### config.mk
export PLATFORM = sky130hd
export DESIGN_NAME = frd_read_cmd
export DESIGN_NICKNAME = d
export VERILOG_FILES = /design/src/hw/frd_pkg.sv /design/src/hw/frd_read_cmd.sv /design/src/hw/frd_fifo.sv
export SDC_FILE = /design/constraint.sdc
export NUM_CORES = 1
export LEC_CHECK = 0
export BUFFER_PORTS_ARGS = -buffer_cell sky130_fd_sc_hd__buf_2
export CAP_MARGIN = 40
export CORE_ASPECT_RATIO = 0.75
export CORE_MARGIN = 1
export CORE_UTILIZATION = 61
export DETAILED_ROUTE_END_ITERATION = 7
export HOLD_SLACK_MARGIN = 0.02
export PLACE_DENSITY_LB_ADDON = 0.08
export SYNTH_ARGS = -nofsm -noshare
export SYNTH_HDL_FRONTEND = slang
export SYNTH_SLANG_ARGS = --single-unit
### constraint.sdc
create_clock -name clk_sys -period 3.6 [get_ports clk_sys]
set_input_delay 0.36 -clock clk_sys [delete_from_list [all_inputs] [get_ports clk_sys]]
set_output_delay 0.36 -clock clk_sys [all_outputs]
set_load 0.05 [all_outputs]
### src/hw/frd_pkg.sv
// Purpose: Shared constants and types of the floppy Read Data sequencer
// Assumes: 25 MHz system clock
// Notes: Settle and unload intervals are counted in 1 ms units
package frd_pkg;
  localparam int CLK_HZ     = 25_000_000;
  localparam int CLK_NS     = 1_000_000_000 / CLK_HZ;
  localparam int TICK_NS    = 1_000_000;
  localparam int TICK_CYC   = TICK_NS / CLK_NS;
  localparam int FIFO_DEPTH = 8;
  localparam int BYTE_W     = 8;

  localparam logic [4:0] OP_READ = 5'h06;
  localparam int OP_HI = 4, MT_BIT = 7, SK_BIT = 5, HDS_BIT = 2;
  localparam int IC_HI = 7, IC_LO = 6, ST0_SE = 5, ST0_HD = 2;
  localparam int ST1_DE = 5, ST1_ND = 2, ST2_CM = 6, ST2_DD = 5;

  localparam logic [1:0]  IC_OK = 2'h0, IC_ABN = 2'h1, IDX_LAST = 2'h1;
  localparam logic [7:0]  ST0_BADCMD = 8'h80, SEC_FIRST = 8'h01, SHORT_MAX = 8'h80;
  localparam logic [7:0]  AM_ID = 8'hfe, AM_DATA = 8'hfb, AM_DEL = 8'hf8, AM_SYNC = 8'ha1;
  localparam logic [14:0] BASE_LEN = 15'h0080, ID_LAST = 15'h0005, CRC_TAIL = 15'h0001;
  localparam logic [3:0]  CMD_LAST = 4'h8;
  localparam logic [2:0]  RES_LAST = 3'h6;
  localparam logic [15:0] CRC_INIT = 16'hffff, CRC_POLY = 16'h1021, CRC_RESID = 16'h0000;

  typedef enum logic [3:0] {
    ST_CMD    = 4'h0,
    ST_SEEK   = 4'h1,
    ST_SETTLE = 4'h2,
    ST_FIND   = 4'h3,
    ST_IDF    = 4'h4,
    ST_DAM    = 4'h5,
    ST_DATA   = 4'h6,
    ST_RES    = 4'h7
  } frd_state_type;

  typedef struct packed {
    logic [7:0] c;
    logic [7:0] h;
    logic [7:0] r;
    logic [7:0] n;
  } frd_id_type;

  typedef struct packed {
    logic       mark;
    logic       valid;
    logic [7:0] data;
  } frd_disk_type;
endpackage

### src/hw/frd_read_cmd.sv
// Purpose: Read Data command sequencer of the floppy controller
// Assumes: Disk bytes arrive framed by a data separator; all inputs synchronous
// Notes: Other transfer opcodes are answered as invalid with one status byte
// Overview of operation
// - All transfer commands share one nine-byte parameter and result layout.
// - With implied seek enabled, seek to the commanded cylinder first.
// - Drive busy bit stays high while the implied seek runs.
// - A failed seek reports abnormal status and the failing cylinder.
// - Load head if unloaded, wait settle time, then scan ID fields.
// - Matching sector address: read its data field into the FIFO.
// - After each sector, advance the sector number and read the next.
// - Terminal count or overrun stops transfer; sector still read and checked.
// - Size code selects 128 bytes shifted left by the code, up to 16K.
// - Size code zero with short length: send only that many bytes.
// - Writes pad a short 128-byte sector with zeros.
// - Nonzero size code: length byte is ignored for the count.
// - Multi-track reads continue from side 0 onto side 1.
// - Span per command follows size, end sector and multi-track.
// - Result ID after host termination depends on multi-track and end sector.
// - Head stays loaded for the unload interval after a command.
// - Two index pulses without the sector: abnormal, no-data, terminate.
// - CRC error: abnormal, data error, terminate; CRC flag in status 2 only for an ID field.
// - Skip clear: deleted mark read, control mark set, then stop.
// - Skip set: deleted sectors skipped with control mark, normal end.
// - Final sector at end sector: sector 1, then cylinder or head advance.
`timescale 1ns/10ps
`default_nettype none
module frd_read_cmd #(
  parameter int TICK_CYCLES = frd_pkg::TICK_CYC,
  parameter int FIFO_DEPTH  = frd_pkg::FIFO_DEPTH
) (
  input  wire logic                 clk_sys,
  input  wire logic                 rst,
  input  wire logic [7:0]           cmd_byte,
  input  wire logic                 cmd_valid,
  output logic                      cmd_ready,
  output logic                      cmd_active,
  output logic [7:0]                res_byte,
  output logic                      res_valid,
  input  wire logic                 res_ready,
  input  wire logic                 implied_seek_en,
  input  wire logic [7:0]           settle_ms,
  input  wire logic [7:0]           unload_ms,
  input  wire logic [7:0]           present_cyl,
  output logic                      seek_req,
  output logic [7:0]                seek_cyl,
  input  wire logic                 seek_done,
  input  wire logic                 seek_fail,
  input  wire logic [7:0]           seek_fail_cyl,
  output logic [3:0]                drive_busy,
  output logic                      head_load,
  output logic                      head_select,
  input  wire frd_pkg::frd_disk_type disk_in,
  input  wire logic                 index_pulse_n,
  input  wire logic                 terminal_count,
  output logic [7:0]                host_data,
  output logic                      host_valid,
  input  wire logic                 host_ready
);
  typedef struct packed {
    frd_pkg::frd_state_type st;
    logic [3:0]             ci;
    logic                   mt;
    logic                   sk;
    logic                   bad;
    logic                   del;
    logic                   stp;
    logic                   hds;
    logic                   hl;
    logic                   sreq;
    logic                   rdy;
    logic                   act;
    logic                   rv;
    logic                   pv;
    logic                   ixp;
    logic [1:0]             ds;
    logic [1:0]             ix;
    logic [3:0]             db;
    logic [2:0]             ri;
    frd_pkg::frd_id_type    cid;
    frd_pkg::frd_id_type    rid;
    logic [7:0]             end_of_track_sector;
    logic [7:0]             data_length;
    logic [7:0]             st0;
    logic [7:0]             st1;
    logic [7:0]             st2;
    logic [7:0]             ms;
    logic [7:0]             rb;
    logic [7:0]             pd;
    logic [14:0]            bc;
    logic [15:0]            crc;
    logic [15:0]            tk;
  } frd_main_type;

  frd_main_type        s_reg;
  frd_main_type        s_next;
  frd_pkg::frd_id_type nxt;
  logic                tick;
  logic                idx_edge;
  logic                at_eot;
  logic                eoc;
  logic                crc_ok;
  logic                fifo_rdy;
  logic [14:0]         size;
  logic [14:0]         xlen;
  logic [15:0]         crc_b;
  logic [15:0]         crc_am;

  function automatic logic [15:0] crc8(input logic [15:0] c, input logic [7:0] d);
    logic [15:0] x;
    x = c;
    for (int i = 7; i >= 0; i--) begin
      x = {x[14:0], 1'b0} ^ ((x[15] ^ d[i]) ? frd_pkg::CRC_POLY : frd_pkg::CRC_RESID);
    end
    return x;
  endfunction

  // The separator hides the three sync bytes, so they are folded in here
  assign crc_am   = crc8(crc8(crc8(crc8(frd_pkg::CRC_INIT, frd_pkg::AM_SYNC), frd_pkg::AM_SYNC),
                         frd_pkg::AM_SYNC), disk_in.data);
  assign crc_b    = crc8(s_reg.crc, disk_in.data);
  assign crc_ok   = crc_b == frd_pkg::CRC_RESID;
  assign tick     = s_reg.tk == 16'(TICK_CYCLES - 1);
  assign idx_edge = s_reg.ixp & ~index_pulse_n;
  assign size     = frd_pkg::BASE_LEN << s_reg.cid.n[2:0];
  assign xlen     = (s_reg.cid.n == '0 && s_reg.data_length < frd_pkg::SHORT_MAX) ?
                    {7'h00, s_reg.data_length} : size;
  assign at_eot   = s_reg.cid.r == s_reg.end_of_track_sector;
  // Side 0 of a multi-track read rolls over to side 1 instead of ending
  assign eoc      = at_eot & ~(s_reg.mt & ~s_reg.cid.h[0]);

  always_comb begin
    nxt = s_reg.cid;
    if (at_eot) begin
      nxt.r = frd_pkg::SEC_FIRST;
      if (s_reg.mt && !s_reg.cid.h[0]) begin
        nxt.h[0] = 1'b1;
      end else begin
        nxt.c = s_reg.cid.c + 8'h01;
        if (s_reg.mt) begin
          nxt.h[0] = ~s_reg.cid.h[0];
        end
      end
    end else begin
      nxt.r = s_reg.cid.r + 8'h01;
    end
  end

  always_comb begin
    s_next      = s_reg;
    s_next.pv   = 1'b0;
    s_next.sreq = 1'b0;
    s_next.ixp  = index_pulse_n;
    s_next.tk   = tick ? '0 : s_reg.tk + 16'h0001;
    if (s_reg.st != frd_pkg::ST_RES) begin
      s_next.ri = '0;
    end
    if (s_reg.act && terminal_count) begin
      s_next.stp = 1'b1;
    end
    unique case (s_reg.st)
      frd_pkg::ST_CMD: begin
        if (s_reg.hl && tick) begin
          if (s_reg.ms == '0) begin
            s_next.hl = 1'b0;
          end else begin
            s_next.ms = s_reg.ms - 8'h01;
          end
        end
        if (cmd_valid && s_reg.rdy) begin
          s_next.ci = s_reg.ci + 4'h1;
          unique case (s_reg.ci)
            4'h0: begin
              s_next.mt  = cmd_byte[frd_pkg::MT_BIT];
              s_next.sk  = cmd_byte[frd_pkg::SK_BIT];
              s_next.bad = cmd_byte[frd_pkg::OP_HI:0] != frd_pkg::OP_READ;
              s_next.st0 = frd_pkg::ST0_BADCMD;
              s_next.st1 = '0;
              s_next.st2 = '0;
              s_next.stp = 1'b0;
              if (cmd_byte[frd_pkg::OP_HI:0] != frd_pkg::OP_READ) begin
                s_next.st = frd_pkg::ST_RES;
                s_next.ci = '0;
              end
            end
            4'h1: begin
              s_next.ds  = cmd_byte[1:0];
              s_next.hds = cmd_byte[frd_pkg::HDS_BIT];
            end
            4'h2: s_next.cid.c = cmd_byte;
            4'h3: s_next.cid.h = cmd_byte;
            4'h4: s_next.cid.r = cmd_byte;
            4'h5: s_next.cid.n = cmd_byte;
            4'h6: s_next.end_of_track_sector   = cmd_byte;
            4'h7: s_next.pd    = s_reg.pd;
            frd_pkg::CMD_LAST: begin
              s_next.data_length = cmd_byte;
              s_next.ci  = '0;
              s_next.act = 1'b1;
              s_next.st0 = {6'h00, s_reg.ds};
              s_next.st0[frd_pkg::ST0_HD] = s_reg.hds;
              if (implied_seek_en && s_reg.cid.c != present_cyl) begin
                s_next.st   = frd_pkg::ST_SEEK;
                s_next.sreq = 1'b1;
              end else begin
                s_next.st = frd_pkg::ST_SETTLE;
                s_next.ms = s_reg.hl ? '0 : settle_ms;
                s_next.hl = 1'b1;
              end
            end
            default: s_next.ci = '0;
          endcase
        end
      end
      frd_pkg::ST_SEEK: begin
        if (seek_done) begin
          if (seek_fail) begin
            s_next.st0[frd_pkg::IC_HI:frd_pkg::IC_LO] = frd_pkg::IC_ABN;
            s_next.st0[frd_pkg::ST0_SE] = 1'b1;
            s_next.cid.c = seek_fail_cyl;
            s_next.st    = frd_pkg::ST_RES;
          end else begin
            s_next.st = frd_pkg::ST_SETTLE;
            s_next.ms = s_reg.hl ? '0 : settle_ms;
            s_next.hl = 1'b1;
          end
        end
      end
      frd_pkg::ST_SETTLE: begin
        if (s_reg.ms == '0) begin
          s_next.st = frd_pkg::ST_FIND;
          s_next.ix = '0;
        end else if (tick) begin
          s_next.ms = s_reg.ms - 8'h01;
        end
      end
      frd_pkg::ST_FIND: begin
        if (idx_edge) begin
          s_next.ix = s_reg.ix + 2'h1;
          if (s_reg.ix == frd_pkg::IDX_LAST) begin
            s_next.st0[frd_pkg::IC_HI:frd_pkg::IC_LO] = frd_pkg::IC_ABN;
            s_next.st1[frd_pkg::ST1_ND] = 1'b1;
            s_next.st = frd_pkg::ST_RES;
          end
        end else if (disk_in.mark && disk_in.data == frd_pkg::AM_ID) begin
          s_next.st  = frd_pkg::ST_IDF;
          s_next.crc = crc_am;
          s_next.bc  = '0;
        end
      end
      frd_pkg::ST_IDF: begin
        if (disk_in.valid) begin
          s_next.crc = crc_b;
          s_next.bc  = s_reg.bc + 15'h0001;
          if (s_reg.bc < 15'h0004) begin
            s_next.rid = {s_reg.rid[23:0], disk_in.data};
          end
          if (s_reg.bc == frd_pkg::ID_LAST) begin
            if (!crc_ok) begin
              s_next.st0[frd_pkg::IC_HI:frd_pkg::IC_LO] = frd_pkg::IC_ABN;
              s_next.st1[frd_pkg::ST1_DE] = 1'b1;
              s_next.st2[frd_pkg::ST2_DD] = 1'b1;
              s_next.st = frd_pkg::ST_RES;
            end else if (s_reg.rid == s_reg.cid) begin
              s_next.st = frd_pkg::ST_DAM;
            end else begin
              s_next.st = frd_pkg::ST_FIND;
            end
          end
        end
      end
      frd_pkg::ST_DAM: begin
        if (disk_in.mark) begin
          if (disk_in.data == frd_pkg::AM_DATA || disk_in.data == frd_pkg::AM_DEL) begin
            s_next.del = disk_in.data == frd_pkg::AM_DEL;
            s_next.crc = crc_am;
            s_next.bc  = '0;
            s_next.st  = frd_pkg::ST_DATA;
          end else begin
            s_next.st = frd_pkg::ST_FIND;
          end
        end
      end
      frd_pkg::ST_DATA: begin
        // A full FIFO cannot stall the spinning disk, so it ends the transfer
        if (s_reg.pv && !fifo_rdy) begin
          s_next.stp = 1'b1;
        end
        if (disk_in.valid) begin
          s_next.crc = crc_b;
          s_next.bc  = s_reg.bc + 15'h0001;
          if (s_reg.bc < xlen && !s_next.stp && !(s_reg.sk && s_reg.del)) begin
            s_next.pv = 1'b1;
            s_next.pd = disk_in.data;
          end
          if (s_reg.bc == size + frd_pkg::CRC_TAIL) begin
            if (!crc_ok) begin
              s_next.st0[frd_pkg::IC_HI:frd_pkg::IC_LO] = frd_pkg::IC_ABN;
              s_next.st1[frd_pkg::ST1_DE] = 1'b1;
              s_next.st = frd_pkg::ST_RES;
            end else if (s_reg.del && !s_reg.sk) begin
              s_next.st2[frd_pkg::ST2_CM] = 1'b1;
              s_next.st = frd_pkg::ST_RES;
            end else begin
              s_next.st2[frd_pkg::ST2_CM] = s_reg.st2[frd_pkg::ST2_CM] | s_reg.del;
              s_next.cid = nxt;
              s_next.hds = nxt.h[0];
              if (s_next.stp || eoc) begin
                s_next.st = frd_pkg::ST_RES;
              end else begin
                s_next.st = frd_pkg::ST_FIND;
                s_next.ix = '0;
              end
            end
          end
        end
      end
      frd_pkg::ST_RES: begin
        if (res_ready) begin
          s_next.ri = s_reg.ri + 3'h1;
          if (s_reg.ri == frd_pkg::RES_LAST || s_reg.bad) begin
            s_next.st  = frd_pkg::ST_CMD;
            s_next.act = 1'b0;
            s_next.ms  = unload_ms;
          end
        end
      end
    endcase
    s_next.rdy = s_next.st == frd_pkg::ST_CMD;
    s_next.rv  = s_next.st == frd_pkg::ST_RES;
    s_next.db  = (s_next.st == frd_pkg::ST_SEEK) ? (4'h1 << s_next.ds) : 4'h0;
    unique case (s_next.ri)
      3'h0: s_next.rb = s_next.st0;
      3'h1: s_next.rb = s_next.st1;
      3'h2: s_next.rb = s_next.st2;
      3'h3: s_next.rb = s_next.cid.c;
      3'h4: s_next.rb = s_next.cid.h;
      3'h5: s_next.rb = s_next.cid.r;
      3'h6: s_next.rb = s_next.cid.n;
      default: s_next.rb = '0;
    endcase
  end

  always_ff @(posedge clk_sys) begin
    if (rst) begin
      s_reg     <= '0;
      // Index pin idles high, so the edge detector starts there too
      s_reg.ixp <= 1'b1;
    end else begin
      s_reg <= s_next;
    end
  end

  frd_fifo #(
    .WIDTH (frd_pkg::BYTE_W),
    .DEPTH (FIFO_DEPTH)
  ) u_fifo (
    .clk_sys   (clk_sys),
    .rst       (rst),
    .in_valid  (s_reg.pv),
    .in_data   (s_reg.pd),
    .in_ready  (fifo_rdy),
    .out_ready (host_ready),
    .out_valid (host_valid),
    .out_data  (host_data)
  );

  assign cmd_ready   = s_reg.rdy;
  assign cmd_active  = s_reg.act;
  assign res_byte    = s_reg.rb;
  assign res_valid   = s_reg.rv;
  assign seek_req    = s_reg.sreq;
  assign seek_cyl    = s_reg.cid.c;
  assign drive_busy  = s_reg.db;
  assign head_load   = s_reg.hl;
  assign head_select = s_reg.hds;
endmodule // frd_read_cmd
`default_nettype wire

### src/hw/frd_fifo.sv
// Purpose: Byte FIFO between the disk side and the host
// Assumes: Single clock, synchronous active-high reset
// Notes: Output is a registered stage, so out_data is held until taken
`timescale 1ns/10ps
`default_nettype none
module frd_fifo #(
  parameter int WIDTH = 8,
  parameter int DEPTH = 8
) (
  input  wire logic             clk_sys,
  input  wire logic             rst,
  input  wire logic             in_valid,
  input  wire logic [WIDTH-1:0] in_data,
  output logic                  in_ready,
  input  wire logic             out_ready,
  output logic                  out_valid,
  output logic      [WIDTH-1:0] out_data
);
  localparam int AW = $clog2(DEPTH);

  typedef struct packed {
    logic [AW-1:0]    wp;
    logic [AW-1:0]    rp;
    logic [AW:0]      cnt;
    logic             ov;
    logic [WIDTH-1:0] od;
  } frd_fifo_type;

  frd_fifo_type     s_reg;
  frd_fifo_type     s_next;
  logic [WIDTH-1:0] mem [DEPTH];
  logic             push;
  logic             pop;

  assign in_ready  = s_reg.cnt < (AW+1)'(DEPTH);
  assign push      = in_valid & in_ready;
  assign pop       = (s_reg.cnt != '0) & (~s_reg.ov | out_ready);
  assign out_valid = s_reg.ov;
  assign out_data  = s_reg.od;

  always_comb begin
    s_next     = s_reg;
    s_next.cnt = s_reg.cnt + (AW+1)'(push) - (AW+1)'(pop);
    if (push) begin
      s_next.wp = (s_reg.wp == AW'(DEPTH - 1)) ? '0 : s_reg.wp + AW'(1);
    end
    if (pop) begin
      s_next.rp = (s_reg.rp == AW'(DEPTH - 1)) ? '0 : s_reg.rp + AW'(1);
      s_next.od = mem[s_reg.rp];
      s_next.ov = 1'b1;
    end else if (out_ready) begin
      s_next.ov = 1'b0;
    end
  end

  always_ff @(posedge clk_sys) begin
    if (rst) begin
      s_reg <= '0;
    end else begin
      s_reg <= s_next;
    end
    if (push) begin
      mem[s_reg.wp] <= in_data;
    end
  end
endmodule // frd_fifo
`default_nettype wire

# After elaboration in Yosys (flattened, before gate mapping)
# Memory sizes are Yosys's and may differ from the RTL's. A register that Yosys moved wholly into a read port is not among the register bits.
# Cells that the tools add are included.
# totals
input_bits	60
n_memories	1
out_inout_bits	35
ramBits	64
wordCells	385
regBits	218
# memory_table
name	words	width	rd	rd_ports_with_merged_regs	wr	line_no	text
u_fifo.mem	8	8	1	1	1	frd_fifo.sv:31	logic [WIDTH-1:0] mem [DEPTH];
# op_classes
order_cmp	4
reduce_logical	53
shifts	2
n_addsub	13
n_mux	163
eq_ne	59
n_bitwise	48
# op_table
cell	n
2-to-1 mux 13 bit	16
bitwise XOR 16 x 13 -> 16 bit	13
2-to-1 mux 32 bit	6
2-to-1 mux 31 bit	6
2-to-1 mux 8 bit	21
one-hot mux 31 bit (4 select lines)	1
2-to-1 mux 4 bit	16
one-hot mux 8 bit (7 select lines)	1
one-hot mux 24 bit (2 select lines)	1
2-to-1 mux 1 bit	41
2-to-1 mux 2 bit	20
2-to-1 mux 3 bit	13
!= test 2 bit (second input constant)	19
equality test 4 x 3 -> 1 bit (second input constant)	9
equality test 32 bit	1
one-hot mux 4 bit (8 select lines)	1
one-hot mux 8 bit (4 select lines)	1
adder 15 x 1 -> 15 bit (second input constant)	2
equality test 8 bit (second input constant)	3
one-hot mux 8 bit (3 select lines)	1
AND reduction 3 bit	7
AND reduction 7 bit	3
equality test 3 bit (second input constant)	6
adder 16 x 1 -> 16 bit (second input constant)	1
64 further kinds	133

# Logic depth before layout (Yosys ltp)
# Gate-level depths: netlist (run 1).
# logic_depth
ltp_word	32
depth_mapped	14
depth_no_buf	11

# By module
# Synthesis (run 1) repeated with hierarchy kept, for this count alone.
# unflattened
cells_unflattened	1745
hier_area_um2	15382.3
# modules_own_cells
module	n_inst	cells_per_inst	area_each_um2	seq_area_each_um2
frd_read_cmd	1	1525	12004.0	4144.0
frd_fifo	1	220	3378.2	2302.2

# Worst setup path after synthesis (run 1)
# Ideal clock, no wire load.
# synth_path
kind	register to register
from	register s_reg (netlist bit nxt[2])
to	register s_reg[54] (netlist bit)
stages_incl_launch_ff	15
t_required_ps	3472
setup_ps	128
path_buffers	3
setup_slack_ps	777
period_less_slack_ps	2823
t_arrival_ps	2695
cell_sequence	dfxtp_1 > buf_4 > nor3_1 > and3_1 > clkbuf_1 > nand2_1 > ha_1 > a21o_1 > a21o_1 > a21oi_1 > o21ai_0 > a211o_1 > clkbuf_1 > mux2i_1 > nor2_1
# synth_between
elab_chain_cells	7
word_cells_on_any_way	8
classes_between	order compare (1); shift (1); mux (1); reduce/logical (5)
# synth_rtl
item	line_no	text
start, declared	frd_read_cmd.sv:95	frd_main_type s_reg;
start signal, assigned	frd_read_cmd.sv:350	s_reg <= s_next;
logical NOT 8 bit	frd_read_cmd.sv:126	assign xlen = (s_reg.cid.n == '0 && s_reg.data_length < frd_pkg::SHORT_MAX) ?
logical AND 1 bit	frd_read_cmd.sv:126	
2-to-1 mux 15 bit (*)	frd_read_cmd.sv:126	
less-than comparator 15 bit (*)	frd_read_cmd.sv:292	if (s_reg.bc < xlen && !s_next.stp && !(s_reg.sk && s_reg.del)) begin
logical AND 1 bit (*) (2 in a row)	frd_read_cmd.sv:292	
AND reduction 3 bit (no source line) (*)	--	
# Mark *: on every way between the ends. The rest lies on a longest branch, timed or not.
# A chain may end at the register's enable or synchronous reset.

# Worst setup path after layout (run 1)
# layout_path
from	register s_reg (netlist bit nxt[0])
to	register s_reg (netlist bit drive_busy[3])
# layout_between
elab_chain_cells	9
word_cells_on_any_way	14
classes_between	add/sub (1); eq/ne (3); shift (1); mux (7); bitwise (1); reduce/logical (1)
# layout_rtl
item	line_no	text
left shift 8 x 3 -> 15 bit / equality test 32 bit (equally long branches)	frd_read_cmd.sv:125, frd_read_cmd.sv:264	
adder 15 x 1 -> 15 bit / 2-to-1 mux 3 bit (equally long branches)	frd_read_cmd.sv:296, frd_read_cmd.sv:264	
equality test 15 bit / 2-to-1 mux 4 bit (equally long branches)	frd_read_cmd.sv:296, frd_read_cmd.sv:259	
2-to-1 mux 4 bit (on tied branches)	frd_read_cmd.sv:296, frd_read_cmd.sv:258	
2-to-1 mux 4 bit (on tied branches)	frd_read_cmd.sv:289, frd_read_cmd.sv:252	
one-hot mux 4 bit (8 select lines) (*)	frd_read_cmd.sv:161	unique case (s_reg.st)
equality test 4 x 1 -> 1 bit (*)	frd_read_cmd.sv:331	s_next.db = (s_next.st == frd_pkg::ST_SEEK) ? (4'h1 << s_next.ds) : 4'h0;
inverter 1 bit (no source line) (*)	--	
OR reduction 2 bit (no source line) (*)	--	
# Marks and branches as above.

==> results of run 1 <==
==> per-stage QoR <==
stage	cell area (µm²)	util	cells
3_3_place_gp	15680	0.6508	2027
3_5_place_dp	15720	0.6523	2032
6_report	16680	0.6923	2086
4_1_cts	16670	0.6920	2085
2_1_floorplan	15040	-	1689
5_1_grt	16680	0.6923	2086
==> power by group <==
part	switching, W	internal (W)	leakage [nW]
clock	0.00127	0.00178	0.453
sequential	0.000349	0.00356	2.32
combinational	0.00218	0.00138	3.39
total	0.00380	0.00672	6.16
==> worst max-delay path: stages (launching register included) <==
cell	delay, ns
dfxtp_1	0.59
xnor2_1	0.19
nand4_1	0.13
nor4_1	0.31
nand2_1	0.23
o31a_1	0.33
a2111oi_0	0.52
a31oi_1	0.16
or4b_4	0.54
nor3_1	0.19
==> cell usage in the layout (no fill, tap or decap), drive strengths merged, types with 12 or more instances in the layout <==
cell      n
a211oi   19
a21o     12
a21oi   126
a22oi    16
a31oi    15
and2     17
and3     13
buf     149
clkbuf   33
clkinv   12
dfxtp   226
edfxtp   64
ha       37
inv      39
mux2i    47
mux4     16
nand2   195
nand2b   19
nand3    45
nand4    28
nor2    194
nor2b    26
nor3     48
nor4     19
o211ai   13
o21ai    42
o22ai    13
or3      13
xnor2    93
xor2     38
==> cells in the mapped netlist, drive strengths merged, types with 15 or more instances <==
cell / number / area [µm²]
dfxtp: 226 / 4524
nand2: 195 / 732.0
nor2: 194 / 728.2
a21oi: 126 / 634.4
xnor2: 93 / 829.5
clkbuf: 85 / 319.1
edfxtp: 64 / 1922
buf: 51 / 321.6
nor3: 48 / 245.2
mux2i: 47 / 470.5
nand3: 45 / 230.2
o21ai: 42 / 210.2
inv: 39 / 146.4
xor2: 38 / 340.3
ha: 37 / 462.9
nand4: 28 / 181.4
nor2b: 26 / 162.7
a211oi: 19 / 142.6
nand2b: 19 / 118.9
nor4: 19 / 155.2
and2: 17 / 108.9
a22oi: 16 / 120.1
mux4: 16 / 360.4
a31oi: 15 / 93.84
==> repair_timing <==
action | CTS | global route
resized for setup | 0 | 0
endpoints found under the hold margin | 1 | 0
hold buffers | 1 | 0
==> per-layer routing <==
| layer | wire [µm] | up-vias | track usage | share of wire |
|---|---|---|---|---|
| met3 | 4421 | 64 | 0.06565 | 0.11 |
| met5 | 0 | - | 0 | 0 |
| met4 | 812 | 0 | 0.07176 | 0.019 |
| met2 | 17480 | 606 | 0.4852 | 0.42 |
| met1 | 19370 | 6160 | 0.4976 | 0.46 |
| li1 | - | 6029 | - | - |
==> cell type report <==
type,count,area (µm²)
timing repair buffer,150,899.6
fill,1920,7413
clock buffer,33,719.4
clock inverter,19,226.5
multi-input combinational,1224,7829
tap,331,414.1
inverter,39,146.4
sequential,290,6446
==> worst paths after layout <==
check / start / to / slack (ns)
setup reg to reg: nxt[0] / drive_busy[3] / 0.30
setup / recovery: nxt[0] / drive_busy[3] / 0.30
hold reg to reg: s_reg[0] / s_reg[0] / 0.46
hold / removal: host_ready / u_fifo.out_valid / 0.08
==> cell families after synthesis <==
family / after synthesis / synth area share
fa+ha+maj: 38 / 0.03212
mux: 66 / 0.05750
simple gates: 666 / 0.2148
flops: 290 / 0.4287
buf+inv: 175 / 0.05234
xor+xnor: 131 / 0.07781
compound gates: 323 / 0.1367
==> impl_metrics.tcl, run 1 <==
set metrics [dict create \
    nets 1831 \
    largest_reg_flops 166 \
    dp_slack_ns 0.4160 \
    grt_max_degree 113 \
    ant_nets 0 \
    clkTransAtPathRegs_ns 0.07 \
    ys_ff_latch 290 \
    whs_ns 0.07794 \
    grt_pass1_vias 11580 \
    status "completed" \
    start_util 0.6240 \
    synth_edf_count 64 \
    clock_latency_ns 0.56 \
    vias 12860 \
    max_freq_mhz 302.8 \
    grt_pass1_wl_um 64540 \
    crit_type "flop to flop" \
    ios 95 \
    peakVddDrop_mv 0.4380 \
    port_buffers 94 \
    p_leak_nw 6.156 \
    fin_crit_ns 3.302 \
    crit_path_end_kind "flop" \
    core-area_mm2 0.02409 \
    yosysWarnings 0 \
    powerDensity_mw_per_mm2 630.6 \
    hold_path_depth 4 \
    cts_htree_levels 1 \
    avgViaCountPerCell 6.164 \
    cts.sinks 290 \
    hold_viol 0 \
    worstMarginPinSlew_ns 0.9119 \
    setup_ws_ns 0.2976 \
    dp_hpwl_um 30600 \
    slew_viol_final 0 \
    clockBufferDepth 3 \
    hold_path.class "input pin to flop" \
    ys.flop_type "dfxtp_1" \
    ys_async_sr_fraction 0 \
    dieArea_mm2 0.02529 \
    drt_iter0_drc 1368 \
    gr-usage-all-layers 0.3302 \
    syn-cell-area_mm2 0.01504 \
    arrival_ns 3.77 \
    cts-root-buf "clkbuf_16" \
    drive_gt1_frac 0.1362 \
    avgSynthCellArea_um2 8.902 \
    chipWidth_um 183.3 \
    numCtsBuffers 28 \
    maxCapViolations 0 \
    required_ns 4.07 \
    antenna_found_initial 0 \
    post_cts_buffers 0 \
    worst-path-max-fanout 14 \
    post-route-period-util 0.9173 \
    worstRegToRegCells 9 \
    overflow 0 \
    drcViolationCount 0 \
    synth_fp_nets 1787 \
    wl_per_cell_um 20.18 \
    power.total_w 0.01052 \
    netlist_instances 1689 \
    startpoint_type "flop" \
    cts_tree "built" \
    setup_viol 0 \
    firstDrtPassIters 8 \
    ys_types 87 \
    area_growth_pct 10.94 \
    antenna_cells 0 \
    maxSlewHeadroom 0.3921 \
    fin_tns_setup_ns 0 \
    num_rows 49 \
    yosysSeqAreaShare 0.4287 \
    rsz0062_at_grt "no" \
    skew_ns 0.02538 \
    wirelength_um 42090 \
    die_y_um 138.0 \
    place.gp.congestion 1.018 \
]
Note: power is estimated with default switching activity, not from simulation.
==> run 2: changes to the inputs <==
--- a/config.mk
+++ b/config.mk
@@ -5,11 +5,12 @@
 export SDC_FILE = /design/constraint.sdc
 export NUM_CORES = 1
 export LEC_CHECK = 0
+export ABC_AREA = 1
 export BUFFER_PORTS_ARGS = -buffer_cell sky130_fd_sc_hd__buf_2
 export CAP_MARGIN = 40
 export CORE_ASPECT_RATIO = 0.75
 export CORE_MARGIN = 1
-export CORE_UTILIZATION = 61
+export CORE_UTILIZATION = 62
 export DETAILED_ROUTE_END_ITERATION = 7
 export HOLD_SLACK_MARGIN = 0.02
 export PLACE_DENSITY_LB_ADDON = 0.08
==> impl_metrics.tcl, run 2 <==
set metrics [dict create \
    cts-root-buf "clkbuf_16" \
    synth.most_common_cell "nand2_1" \
    powerDensity_mw_per_mm2 693.4 \
    place.gp.congestion 1.026 \
    grt_pass1_wl_um 79640 \
    dieArea_mm2 0.02659 \
    hold_path.class "input pin to flop" \
    start_util 0.6377 \
    wl_per_cell_um 19.37 \
    p_leak_nw 7.234 \
    crit_path_end_kind "flop" \
    final_common_cell "nand2_1" \
    post-route-period-util 0.9506 \
    area_growth_pct 9.767 \
    mostFrequentLayoutCells "nand2_1, nor2_1, inv_1" \
    max_freq_mhz 292.2 \
    slew_viol_final 0 \
    grt_max_degree 65 \
    combPwrFrac 0.409 \
    clkTransAtPathRegs_ns 0.07 \
    cts_htree_levels 1 \
    status "completed" \
    drive_gt1_frac 0.1111 \
    clock_latency_ns 0.56 \
    cts_resized 0 \
    wirelength_um 51190 \
    avgViaCountPerCell 6.026 \
    crit_start "s_reg[206]" \
    clockBufferDepth 3 \
    r2r-end "res_byte[1]" \
    skew_ns 0.02295 \
    drcViolationCount 0 \
    ys_ff_latch 290 \
    antenna_found_initial 2 \
    swShare 0.4284 \
    nets 2379 \
    syn-cell-area_mm2 0.01608 \
    dp_hpwl_um 37470 \
    rsz0062_at_grt "no" \
    power.switching_w 0.005242 \
    ant_nets 0 \
    num_rows 50 \
    synth_top_area_frac 0.2814 \
    firstDrtPassIters 7 \
    largest_reg_flops 166 \
    clkPwrFrac 0.256 \
    vias 15930 \
    cts.sinks 290 \
    worst-path-max-fanout 14 \
    arrival_ns 3.82 \
    placed_cell_area_mm2 0.01666 \
    overflow 0 \
    p_int_w 0.006994 \
    startpoint_type "flop" \
    chipWidth_um 187.9 \
    rrSetupSlack_ns 0.18 \
    yosysWarnings 0 \
    yosysSeqAreaShare 0.4010 \
    avgSynthCellArea_um2 7.222 \
    setup_viol 0 \
    synth_edf_count 64 \
    seq_power_share 0.335 \
    drt_iter0_drc 1930 \
    ys_top_cells_by_count "nand2_1, nor2_1, inv_1, dfxtp_1, a21oi_1" \
    worstMarginPinSlew_ns 0.9141 \
    required_ns 4.00 \
    cts_tree "built" \
    ys_types 59 \
    final_cell_area_mm2 0.01765 \
    synth_area_leaders "dfxtp_1, edfxtp_1, nand2_1" \
    nFillCells 2179 \
    port_buffers 94 \
    gr-usage-all-layers 0.3809 \
    netlist_instances 2226 \
    maxCapViolations 0 \
    fin_crit_ns 3.422 \
    maxSlewHeadroom 0.3883 \
    die_y_um 141.5 \
    crit_type "flop to flop" \
    ys.flop_type "dfxtp_1" \
    grt_pass1_vias 14390 \
    fin_tns_setup_ns 0 \
    yosys.area.top_type "dfxtp_1" \
    hold_viol 0 \
    worstRegToRegCells 13 \
    timing.rr.start "s_reg[206]" \
    synth_fp_nets 2324 \
    peakVddDrop_mv 0.6289 \
    numCtsBuffers 29 \
    ys_async_sr_fraction 0 \
    ios 95 \
    core-area_mm2 0.02521 \
    critPathCapture "res_byte[1]" \
]
## run 2: cell count changes after synthesis, moves of 18 or more
| cell | change |
|---|---|
| nor2_2 | +18 |
| a21oi_1 | +31 |
| nor2_1 | +90 |
| mux2i_1 | -39 |
| nand2b_1 | -19 |
| inv_1 | +220 |
| nand2_1 | +240 |
| clkbuf_1 | -37 |
| nor2b_1 | -25 |
| xnor2_1 | -78 |
| nand3_1 | +76 |
| nand2_2 | +20 |
| o21ai_0 | +100 |
## run 2: layer usage
| layer | global-route usage | up-vias | routed length (µm) |
|---|---|---|---|
| met5 | 0 | - | 13 |
| met4 | 0.08002 | 2 | 921 |
| met3 | 0.1078 | 84 | 7254 |
| met2 | 0.5554 | 1019 | 21170 |
| met1 | 0.5576 | 7293 | 21830 |
| li1 | - | 7528 | - |
## run 2: worst min-delay path by stage
stage | from | endpoint | slack (ns) | depth (start not counted)
2_1_floorplan | s_reg[79] | s_reg[79] | 0.42 | 2
3_3_place_gp | s_reg[0] | s_reg[0] | 0.43 | 1
3_5_place_dp | s_reg[83] | s_reg[83] | 0.44 | 2
4_1_cts | unload_ms[5] | s_reg[68] | 0.07 | 3
5_1_grt | unload_ms[5] | s_reg[68] | 0.09 | 3
6_report | unload_ms[5] | s_reg[68] | 0.07 | 3
## run 2: repair_timing
item | in CTS | in global routing
hold buffers | 1 | 0
buffers inserted | 0 | 0
setup endpoints to repair | 0 | 0
hold endpoints to repair | 1 | 0
## run 2: power by group through the flow
| stage | clock (W) | combinational, W | sequential (W) |
|---|---|---|---|
| global route | 0.00327 | 0.00544 | 0.00414 |
| CTS | 0.00314 | 0.00485 | 0.00408 |
| floorplan | 0 | 0.00369 | 0.00404 |
| finish | 0.00313 | 0.00500 | 0.00410 |
| detailed placement | 0 | 0.00480 | 0.00415 |
| global placement | 0 | 0.00467 | 0.00417 |
## run 2: critical path, stage by stage (launching register included)
cell,delay (ns)
dfxtp_1,0.31
inv_1,0.14
nand2_1,0.16
inv_1,0.13
nand2_1,0.24
inv_1,0.16
buf_4,0.22
nand2_1,0.35
o21ai_0,0.65
o22ai_1,0.24
a211oi_1,0.43
nand2_1,0.10
inv_1,0.06
a21oi_1,0.06
## run 2: cell families after synthesis
kind of cell / after synthesis / share of synthesized area
DFF: 290 / 0.4010
adders and majority gates: 38 / 0.03004
AOI/OAI and AO/OA: 431 / 0.1570
xor gates and xnor gates: 51 / 0.02778
buffers and inverters: 379 / 0.09845
and+or+nand+nor: 1029 / 0.2808
muxes: 8 / 0.004981
## run 2: layout make-up
cell class / instances / area (µm²) / area share
sequential: 290 / 6446 / 0.3653
multi-input combinational: 1557 / 8053 / 0.4563
clock inverter: 14 / 155.1 / 0.008792
inverter: 280 / 1052 / 0.05963
antenna: 1 / 2.502 / 0.0001418
clock buffer: 40 / 817.0 / 0.04630
tap: 338 / 422.9 / 0.02396
timing repair buffer: 123 / 698.2 / 0.03956
## run 2: through the flow
stage | util | hold WS, ns | std cells | setup WS, ns | power, W
2_1_floorplan | - | 0.4168 | 2226 | 1.254 | 0.007727
3_3_place_gp | 0.6589 | 0.4311 | 2581 | 0.4036 | 0.008844
3_5_place_dp | 0.6609 | 0.4353 | 2587 | 0.4795 | 0.008948
4_1_cts | 0.6999 | 0.07086 | 2642 | 0.4042 | 0.01207
5_1_grt | 0.6999 | 0.08535 | 2642 | 0.08668 | 0.01285
6_report | 0.7000 | 0.06804 | 2643 | 0.1780 | 0.01224
